`config.mk`:
```
export PLATFORM = sky130hd
export DESIGN_NAME = etpc_timer
export DESIGN_NICKNAME = d
export VERILOG_FILES = /design/src/logic/etpc_pkg.sv /design/src/logic/etpc_timer.sv
export SDC_FILE = /design/constraint.sdc
export NUM_CORES = 1
export LEC_CHECK = 0
export BUFFER_PORTS_ARGS = -buffer_cell sky130_fd_sc_hd__buf_2
export CAP_MARGIN = 0
export CORE_MARGIN = 2
export CORE_UTILIZATION = 40
export CTS_CLUSTER_SIZE = 24
export DETAILED_ROUTE_END_ITERATION = 16
export PLACE_DENSITY = 0.64
export SYNTH_ARGS = -nofsm -noshare
export SYNTH_HDL_FRONTEND = slang
export SYNTH_SLANG_ARGS = --single-unit
```
`constraint.sdc`:
```
create_clock -name i_ref_clk -period 3.97 [get_ports i_ref_clk]
set_input_delay 0.794 -clock i_ref_clk [delete_from_list [all_inputs] [get_ports i_ref_clk]]
set_output_delay 0.794 -clock i_ref_clk [all_outputs]
set_load 0.1 [all_outputs]
```
`src/logic/etpc_pkg.sv`:
```
`default_nettype none
package etpc_pkg;
    localparam int CNT_W = 10;
    // channel mode field codes
    localparam logic [1:0] MODE_CAP = 2'h1;
    localparam logic [1:0] MODE_OUT = 2'h2;
    // output control codes in output modes
    localparam logic [1:0] IO_LOW    = 2'h0;
    localparam logic [1:0] IO_HIGH   = 2'h1;
    localparam logic [1:0] IO_PWM    = 2'h2;
    localparam logic [1:0] IO_SINGLE = 2'h3;
    // output control codes in capture mode, and the centre alignment code
    localparam logic [1:0] EDGE_RISE = 2'h0;
    localparam logic [1:0] EDGE_FALL = 2'h1;
    localparam logic [1:0] EDGE_BOTH = 2'h2;
    localparam logic [1:0] EDGE_NONE = 2'h3;
    localparam logic [1:0] ALIGN_CENTRE = 2'h3;
    // period code scaling
    localparam logic [10:0] PERIOD_STEP    = 11'h080;
    localparam logic [10:0] CODE_ZERO_SPAN = 11'h400;
    localparam logic [9:0]  CNT_MAX        = 10'h3FF;
    localparam logic [9:0]  CNT_ZERO       = 10'h000;

    typedef struct packed {
        logic [1:0]       chan_a_mode_field;
        logic [1:0]       chan_b_mode_field;
        logic [1:0]       chan_a_output_control;
        logic [1:0]       chan_b_output_control;
        logic [1:0]       pwm_alignment_field;
        logic             period_source_select;
        logic [2:0]       period_code;
        logic             chan_a_initial_level;
        logic             chan_b_initial_level;
        logic             chan_a_polarity_invert;
        logic             chan_b_polarity_invert;
        logic [CNT_W-1:0] chan_a_compare_value;
        logic [CNT_W-1:0] chan_b_compare_value;
    } etpc_cfg_s;

    typedef struct packed {
        logic [CNT_W-1:0] cnt;
        logic             dir_down;
        logic             run;
        logic             run_prev;
        logic             pulse_a;
        logic             pulse_b;
        logic [2:0]       sync1;
        logic [2:0]       sync2;
        logic [2:0]       prev;
        logic [CNT_W-1:0] cap_a;
        logic [CNT_W-1:0] cap_b;
        logic             pin_a;
        logic             pin_b;
        logic             oe_a;
        logic             oe_b;
        logic             irq_a;
        logic             irq_b;
        logic             irq_p;
    } etpc_state_s;

    localparam etpc_state_s ST_RST = '0;
endpackage
`default_nettype wire

```
`src/logic/etpc_timer.sv`:
```
`timescale 1ns/1ps
`default_nettype none
// Functional notes
// - edge PWM: compare A sets period, B duty
// - centre PWM: period 256 times code, duty 2C-1
// - centre PWM: period twice compare A value
// - alignment field 11 selects centre PWM
// - centre PWM: period irq at down-count zero
// - counting continues while pin forced fixed
// - run rise starts counter, channel A pulse
// - comparator B match starts channel B pulse
// - single pulse: external clock pin rise sets run bit
// - A match clears run, ends both pulses
// - single pulse: irq on A and B match
// - single pulse: reset only on run rise
// - capture mode 01 starts on run rise
// - capture edge latches counter, raises irq
// - capture: period match resets counter, irq
// - period code zero lets counter reach maximum
// - edge select 11 disables capture
// - capture sees pin even when driven
// - capture ignores source, level, polarity bits
// - duty at or above period gives full duty
// - initial level sets polarity, invert flips pin
module etpc_timer
    import etpc_pkg::*;
(
    input  wire logic             i_ref_clk,
    input  wire logic             i_rst,
    input  wire etpc_cfg_s        i_cfg,
    input  wire logic             i_tick,
    input  wire logic             i_run_wr,
    input  wire logic             i_run_wr_val,
    input  wire logic             i_external_timer_clock_pin,
    input  wire logic             i_chan_a_pin,
    input  wire logic             i_chan_b_pin,
    output logic                  o_chan_a_pin,
    output logic                  o_chan_a_pin_oe_n,
    output logic                  o_chan_b_pin,
    output logic                  o_chan_b_pin_oe_n,
    output logic                  o_counter_run_bit,
    output logic [CNT_W-1:0]      o_count,
    output logic [CNT_W-1:0]      o_cap_a,
    output logic [CNT_W-1:0]      o_cap_b,
    output logic                  o_irq_a,
    output logic                  o_irq_b,
    output logic                  o_irq_p
);
    typedef enum logic [1:0] {OP_OTHER, OP_PWM, OP_SINGLE, OP_CAPTURE} etpc_op_e;

    etpc_state_s s;
    etpc_state_s next_s;
    etpc_op_e    op;
    logic        centre;
    logic        run_rise;
    logic        tck_rise;
    logic        a_hit;
    logic        b_hit;
    logic        step;
    logic [10:0] span;
    logic [9:0]  top_edge;
    logic [9:0]  half;

    // period span for a code, code zero meaning the full range
    function automatic logic [10:0] etpc_span(input logic [2:0] code);
        return (code == 3'h0) ? CODE_ZERO_SPAN : 11'(11'(code) * PERIOD_STEP);
    endfunction

    function automatic logic etpc_edge(input logic [1:0] sel, input logic cur,
                                       input logic old);
        case (sel)
            EDGE_RISE: return cur & ~old;
            EDGE_FALL: return ~cur & old;
            EDGE_BOTH: return cur ^ old;
            default:   return 1'b0;
        endcase
    endfunction

    // pin level from waveform, forced levels bypass the waveform
    function automatic logic etpc_pin(input logic [1:0] io, input logic wave,
                                      input logic lvl, input logic inv);
        case (io)
            IO_LOW:  return 1'b0;
            IO_HIGH: return 1'b1;
            default: return (wave ? lvl : ~lvl) ^ inv;
        endcase
    endfunction

    always_comb begin
        if (i_cfg.chan_a_mode_field == MODE_CAP && i_cfg.chan_b_mode_field == MODE_CAP) begin
            op = OP_CAPTURE;
        end else if (i_cfg.chan_a_mode_field == MODE_OUT
                     && i_cfg.chan_b_mode_field == MODE_OUT) begin
            op = (i_cfg.chan_a_output_control == IO_SINGLE
                  && i_cfg.chan_b_output_control == IO_SINGLE) ? OP_SINGLE : OP_PWM;
        end else begin
            op = OP_OTHER;
        end
    end

    assign centre   = (op == OP_PWM) && (i_cfg.pwm_alignment_field == ALIGN_CENTRE);
    assign run_rise = s.run & ~s.run_prev;
    assign tck_rise = s.sync2[2] & ~s.prev[2];
    assign a_hit    = etpc_edge(i_cfg.chan_a_output_control, s.sync2[0], s.prev[0]);
    assign b_hit    = etpc_edge(i_cfg.chan_b_output_control, s.sync2[1], s.prev[1]);
    assign step     = s.run && !run_rise && i_tick;
    assign span     = etpc_span(i_cfg.period_code);
    // edge period: code span or compare A value
    assign top_edge = i_cfg.period_source_select ? i_cfg.chan_a_compare_value - 10'h001
                                                 : 10'(span - 11'h001);
    // centre half period, code zero capped at the counter maximum
    assign half     = i_cfg.period_source_select ? i_cfg.chan_a_compare_value
                    : (span > 11'(CNT_MAX)) ? CNT_MAX : span[9:0];

    always_comb begin
        next_s          = s;
        next_s.irq_a    = 1'b0;
        next_s.irq_b    = 1'b0;
        next_s.irq_p    = 1'b0;
        next_s.sync1    = {i_external_timer_clock_pin, i_chan_b_pin, i_chan_a_pin};
        next_s.sync2    = s.sync1;
        next_s.prev     = s.sync2;
        next_s.run_prev = s.run;
        if (i_run_wr) begin
            next_s.run = i_run_wr_val;
        end
        if (run_rise) begin
            next_s.cnt      = CNT_ZERO;
            next_s.dir_down = 1'b0;
            next_s.pulse_a  = (op == OP_SINGLE);
            next_s.pulse_b  = 1'b0;
        end else if (step) begin
            case (op)
                OP_PWM: begin
                    if (!centre) begin
                        next_s.cnt   = (s.cnt == top_edge) ? CNT_ZERO : s.cnt + 10'h001;
                        next_s.irq_p = (s.cnt == top_edge) && !i_cfg.period_source_select;
                        next_s.irq_a = i_cfg.period_source_select ? (s.cnt == top_edge)
                                     : (s.cnt == i_cfg.chan_a_compare_value);
                    end else if (!s.dir_down) begin
                        next_s.dir_down = (s.cnt >= half);
                        next_s.cnt      = (s.cnt >= half) ? s.cnt - 10'h001 : s.cnt + 10'h001;
                        next_s.irq_a    = (s.cnt == i_cfg.chan_a_compare_value);
                    end else begin
                        next_s.cnt      = s.cnt - 10'h001;
                        next_s.dir_down = (s.cnt != 10'h001);
                        next_s.irq_p    = (s.cnt == 10'h001);
                        next_s.irq_a    = (s.cnt == i_cfg.chan_a_compare_value);
                    end
                    next_s.irq_b = (s.cnt == i_cfg.chan_b_compare_value);
                end
                OP_SINGLE: begin
                    next_s.cnt = s.cnt + 10'h001;
                    if (s.cnt == i_cfg.chan_b_compare_value) begin
                        next_s.pulse_b = 1'b1;
                        next_s.irq_b   = 1'b1;
                    end
                    if (s.cnt == i_cfg.chan_a_compare_value) begin
                        next_s.run   = 1'b0;
                        next_s.irq_a = 1'b1;
                    end
                end
                OP_CAPTURE: begin
                    if (i_cfg.period_code != 3'h0 && s.cnt == span[9:0]) begin
                        next_s.cnt   = CNT_ZERO;
                        next_s.irq_p = 1'b1;
                    end else begin
                        next_s.cnt = s.cnt + 10'h001;
                    end
                end
                default: begin
                    next_s.cnt = s.cnt + 10'h001;
                end
            endcase
        end
        // capture uses the synchronised pin input whoever drives it
        if (op == OP_CAPTURE) begin
            if (a_hit) begin
                next_s.cap_a = s.cnt;
                next_s.irq_a = 1'b1;
            end
            if (b_hit) begin
                next_s.cap_b = s.cnt;
                next_s.irq_b = 1'b1;
            end
        end
        if (op == OP_SINGLE && tck_rise) begin
            next_s.run = 1'b1;
        end
        // clearing run ends both pulses
        next_s.pulse_a = next_s.pulse_a & next_s.run;
        next_s.pulse_b = next_s.pulse_b & next_s.run;
        if (op == OP_SINGLE) begin
            next_s.pin_a = etpc_pin(IO_SINGLE, s.pulse_a, i_cfg.chan_a_initial_level,
                                    i_cfg.chan_a_polarity_invert);
            next_s.pin_b = etpc_pin(IO_SINGLE, s.pulse_b, i_cfg.chan_b_initial_level,
                                    i_cfg.chan_b_polarity_invert);
        end else begin
            // duty compare runs whatever the control field forces
            next_s.pin_a = etpc_pin(i_cfg.chan_a_output_control,
                                    s.cnt < i_cfg.chan_a_compare_value,
                                    i_cfg.chan_a_initial_level,
                                    i_cfg.chan_a_polarity_invert);
            next_s.pin_b = etpc_pin(i_cfg.chan_b_output_control,
                                    s.cnt < i_cfg.chan_b_compare_value,
                                    i_cfg.chan_b_initial_level,
                                    i_cfg.chan_b_polarity_invert);
        end
        // capture never drives; in PWM, A stays off when it is the period source
        next_s.oe_a = (op == OP_SINGLE)
                    || (op == OP_PWM && !i_cfg.period_source_select);
        next_s.oe_b = (op == OP_SINGLE) || (op == OP_PWM);
    end

    always_ff @(posedge i_ref_clk or posedge i_rst) begin
        if (i_rst) begin
            s <= ST_RST;
        end else begin
            s <= next_s;
        end
    end

    assign o_chan_a_pin      = s.pin_a;
    assign o_chan_b_pin      = s.pin_b;
    assign o_chan_a_pin_oe_n = ~s.oe_a;
    assign o_chan_b_pin_oe_n = ~s.oe_b;
    assign o_counter_run_bit = s.run;
    assign o_count           = s.cnt;
    assign o_cap_a           = s.cap_a;
    assign o_cap_b           = s.cap_b;
    assign o_irq_a           = s.irq_a;
    assign o_irq_b           = s.irq_b;
    assign o_irq_p           = s.irq_p;
endmodule // etpc_timer
`default_nettype wire

```
==> flow_metrics.tcl <==
set metrics [dict create \
    p_int_w 0.000828 \
    power_switching_w 0.000556 \
    switching_share_pct 40.2 \
    cts_resized 0 \
    wirelength_mm 10.9 \
    ys_async_sr_fraction_pct 100 \
    synth_area_sq_um 4270 \
    finalClockSkew_ns 0.00609 \
    crit_slowest_cell "buf_2" \
    cp_common_cell "a21oi_1" \
    p_leak_nw 2.41 \
    grt_usage_pct 19.1 \
    drt_first_pass_iters 4 \
    post-route-period-util_pct 85.3 \
    yosys.area.top_type_share_pct 29.9 \
    cts_sinks 51 \
    maxCapViolations 0 \
    post-synth-top-area-cell "dfrtp_1" \
    post-cts-setup-buffers 0 \
    h-tree-depth 2 \
    worstHoldPathType "register to register" \
    fin_tns_setup_ns 0 \
    instances_no_fill 662 \
    finalHoldViolCount 0 \
    n_antenna_cell 0 \
    slew_headroom_pct 26.6 \
    fin_area_sq_um 4730 \
    start_util_pct 41.3 \
    synth_nets 559 \
    die-area_sq_um 11500 \
    place_area_sq_um 4650 \
    holdBufCountCts 0 \
    cp.required_ns 4.20 \
    clkPwrFrac_pct 21.7 \
    ys_warn_count 0 \
    die_y_microns 107 \
    critPathMaxStageDelay_ns 0.41 \
    grt_overflow 0 \
    powerDensity_nw_per_um2 292 \
    syn_to_final_growth_pct 11.0 \
    worstSetupPathType "input port to register" \
    synth_edf_count 0 \
    synth_ff_type "dfrtp_1" \
    port_buffers 83 \
    start_kind "input port" \
    post-route-util_pct 45.8 \
    syn_avg_cell_area_sq_um 9.02 \
    dp.cells 654 \
    grt_pass1_vias 3532 \
    p_seq_share_pct 40.4 \
    fin_crit_ns 3.39 \
    grt_start_max_net_pins 52 \
    pwr-share-comb_pct 37.9 \
    clockBufferDepth 2 \
    whs_ns 0.352 \
    path_clk_slew_ns 0.10 \
    io_pins 84 \
    cp_data_arrival_time_ns 3.62 \
    post_drt_wl_per_cell_microns 16.4 \
    via_per_inst 5.54 \
    drive_gt1_share_pct 27.6 \
    hpwl_mm 8.22 \
    crit_chain "buf_2, mux2i_1, nor2b_1, ha_1, nand4_1, or3_1, a21oi_1, buf_4, mux2_2, o41a_1, a21oi_1" \
    tritoncts "built" \
    setup_viol 0 \
    clock_latency_ns 0.31 \
    worst_pin_slew_ns 1.10 \
    numCtsBuffers 5 \
    synth_cells 473 \
    gp_congestion 0.864 \
    chipWidth_microns 107 \
    crit_path_max_fanout 29 \
    ys_types 63 \
    core_sq_um 10300 \
    grt_pass1_wl_mm 17.5 \
    core.rowCount 37 \
    timing.final.max_slew_violations 0 \
    ir_drop_mv 0.254 \
    drc_errors 0 \
    synth-seq-cells 51 \
    ys_top_cells_by_area "dfrtp_1 (30%), ha_1 (12%), mux2_2 (6.1%)" \
    cts-root-buf "clkbuf_8" \
    drt_iter0_markers 147 \
    ys_seq_area_share_pct 29.9 \
    end_kind "register" \
    nNetsFinal 611 \
    rsz0062_at_grt "no" \
    run_status "complete, no violations" \
    antenna_found_initial 0 \
    ant_nets 0 \
    via_count 3668 \
    fmax_mhz 295 \
]
[cell families after synthesis]
logic type	after synthesis	share of synthesized area (%)
compound gates	107	17.7
xor+xnor	22	4.52
fa+ha+maj	40	11.7
buf+inv	94	11.3
flops	51	29.9
mux	30	7.71
simple gates	129	17.1
[path summary, 6_finish.rpt]
kind	startpoint	end	slack, ns	cells after the start
worst max-delay path	i_cfg[27]	o_count[5]$_DFFE_PP0P_	0.58	11
worst min-delay path	next_s[31]$_DFF_PP0_	next_s[28]$_DFF_PP0_	0.35	0
worst max register to register	o_count[7]$_DFFE_PP0P_	o_count[5]$_DFFE_PP0P_	0.82	8
worst min register to register	next_s[31]$_DFF_PP0_	next_s[28]$_DFF_PP0_	0.35	0
max in group asynchronous	i_rst	o_count[5]$_DFFE_PP0P_	2.56	2
min in group asynchronous	i_rst	next_s[28]$_DFF_PP0_	0.74	2
[synth_stat cells, types with 7 or more instances]
| library cell | n |
|---|---|
| dfrtp_1 | 51 |
| nor3_1 | 13 |
| buf_2 | 7 |
| nand2b_1 | 7 |
| o21a_1 | 9 |
| nand2_1 | 17 |
| mux2i_1 | 7 |
| xnor2_1 | 11 |
| nand3_1 | 15 |
| mux2_2 | 23 |
| buf_4 | 30 |
| a21oi_1 | 26 |
| inv_1 | 40 |
| o21ai_0 | 18 |
| nand4_1 | 7 |
| clkbuf_1 | 14 |
| xor2_1 | 11 |
| nor2_1 | 25 |
| nor2b_1 | 7 |
| ha_1 | 40 |
[state kept, by name, indices dropped and copies added (netlist names), 6 cells and up]
name and count:
next_s 6, o_cap_a 10, o_cap_b 10, o_count 10, s 9
[power by group through the flow]
stage / Combinational (W) / Clock (W) / Sequential, W
floorplan: 0.000385 / 0 / 0.000598
global placement: 0.000516 / 0 / 0.000568
detailed placement: 0.000521 / 0 / 0.000569
CTS: 0.000522 / 0.000316 / 0.000559
global route: 0.000567 / 0.000337 / 0.000562
finish: 0.000525 / 0.000300 / 0.000559
[cell usage in the layout (no fill, tap or decap), drive strengths merged, types with 4 or more instances in the layout]
master	instances
a211oi	5
a21o	6
a21oi	26
a221oi	5
a31oi	7
and3	4
buf	99
clkbuf	5
dfrtp	51
ha	40
inv	41
mux2	23
mux2i	7
nand2	17
nand2b	7
nand3	15
nand3b	4
nand4	7
nor2	25
nor2b	7
nor3	14
nor4	5
o2111ai	4
o21a	9
o21ai	19
o31ai	4
o41a	4
or3	6
or4	6
xnor2	11
xor2	11
[routing by layer]
| metal | part of all wire (%) | track usage [%] | vias up |
|---|---|---|---|
| met2 | 46 | 31.6 | 104 |
| met3 | 5.0 | 2.30 | 18 |
| met5 | 0 | 0 | - |
| met4 | 2.3 | 6.40 | 0 |
| met1 | 46 | 25.7 | 1764 |
| li1 | - | - | 1782 |
[critical path: cells and delay by family]
family          cells  cell delay [ns]
mux                 2             0.71
simple gates        3             0.70
fa+ha+maj           1             0.15
compound gates      3             0.62
buf+inv             2             0.63
[cell type report]
cell class                      count  area [sq um]
Sequential cell                    51          1280
Clock inverter                      3          18.8
Timing Repair Buffer               99           536
Fill cell                        1020          5590
Clock buffer                        5          68.8
Tap cell                          136           170
Inverter                           40           150
Multi-Input combinational cell    328          2510
[stage by stage]
stage | power, W | setup slack, ns
CTS | 0.00140 | 0.601
finish | 0.00138 | 0.582
detailed placement | 0.00109 | 0.304
global placement | 0.00108 | 0.353
floorplan | 0.000983 | 0.0818
global route | 0.00147 | 0.392
(Power assumes the default switching activity.)
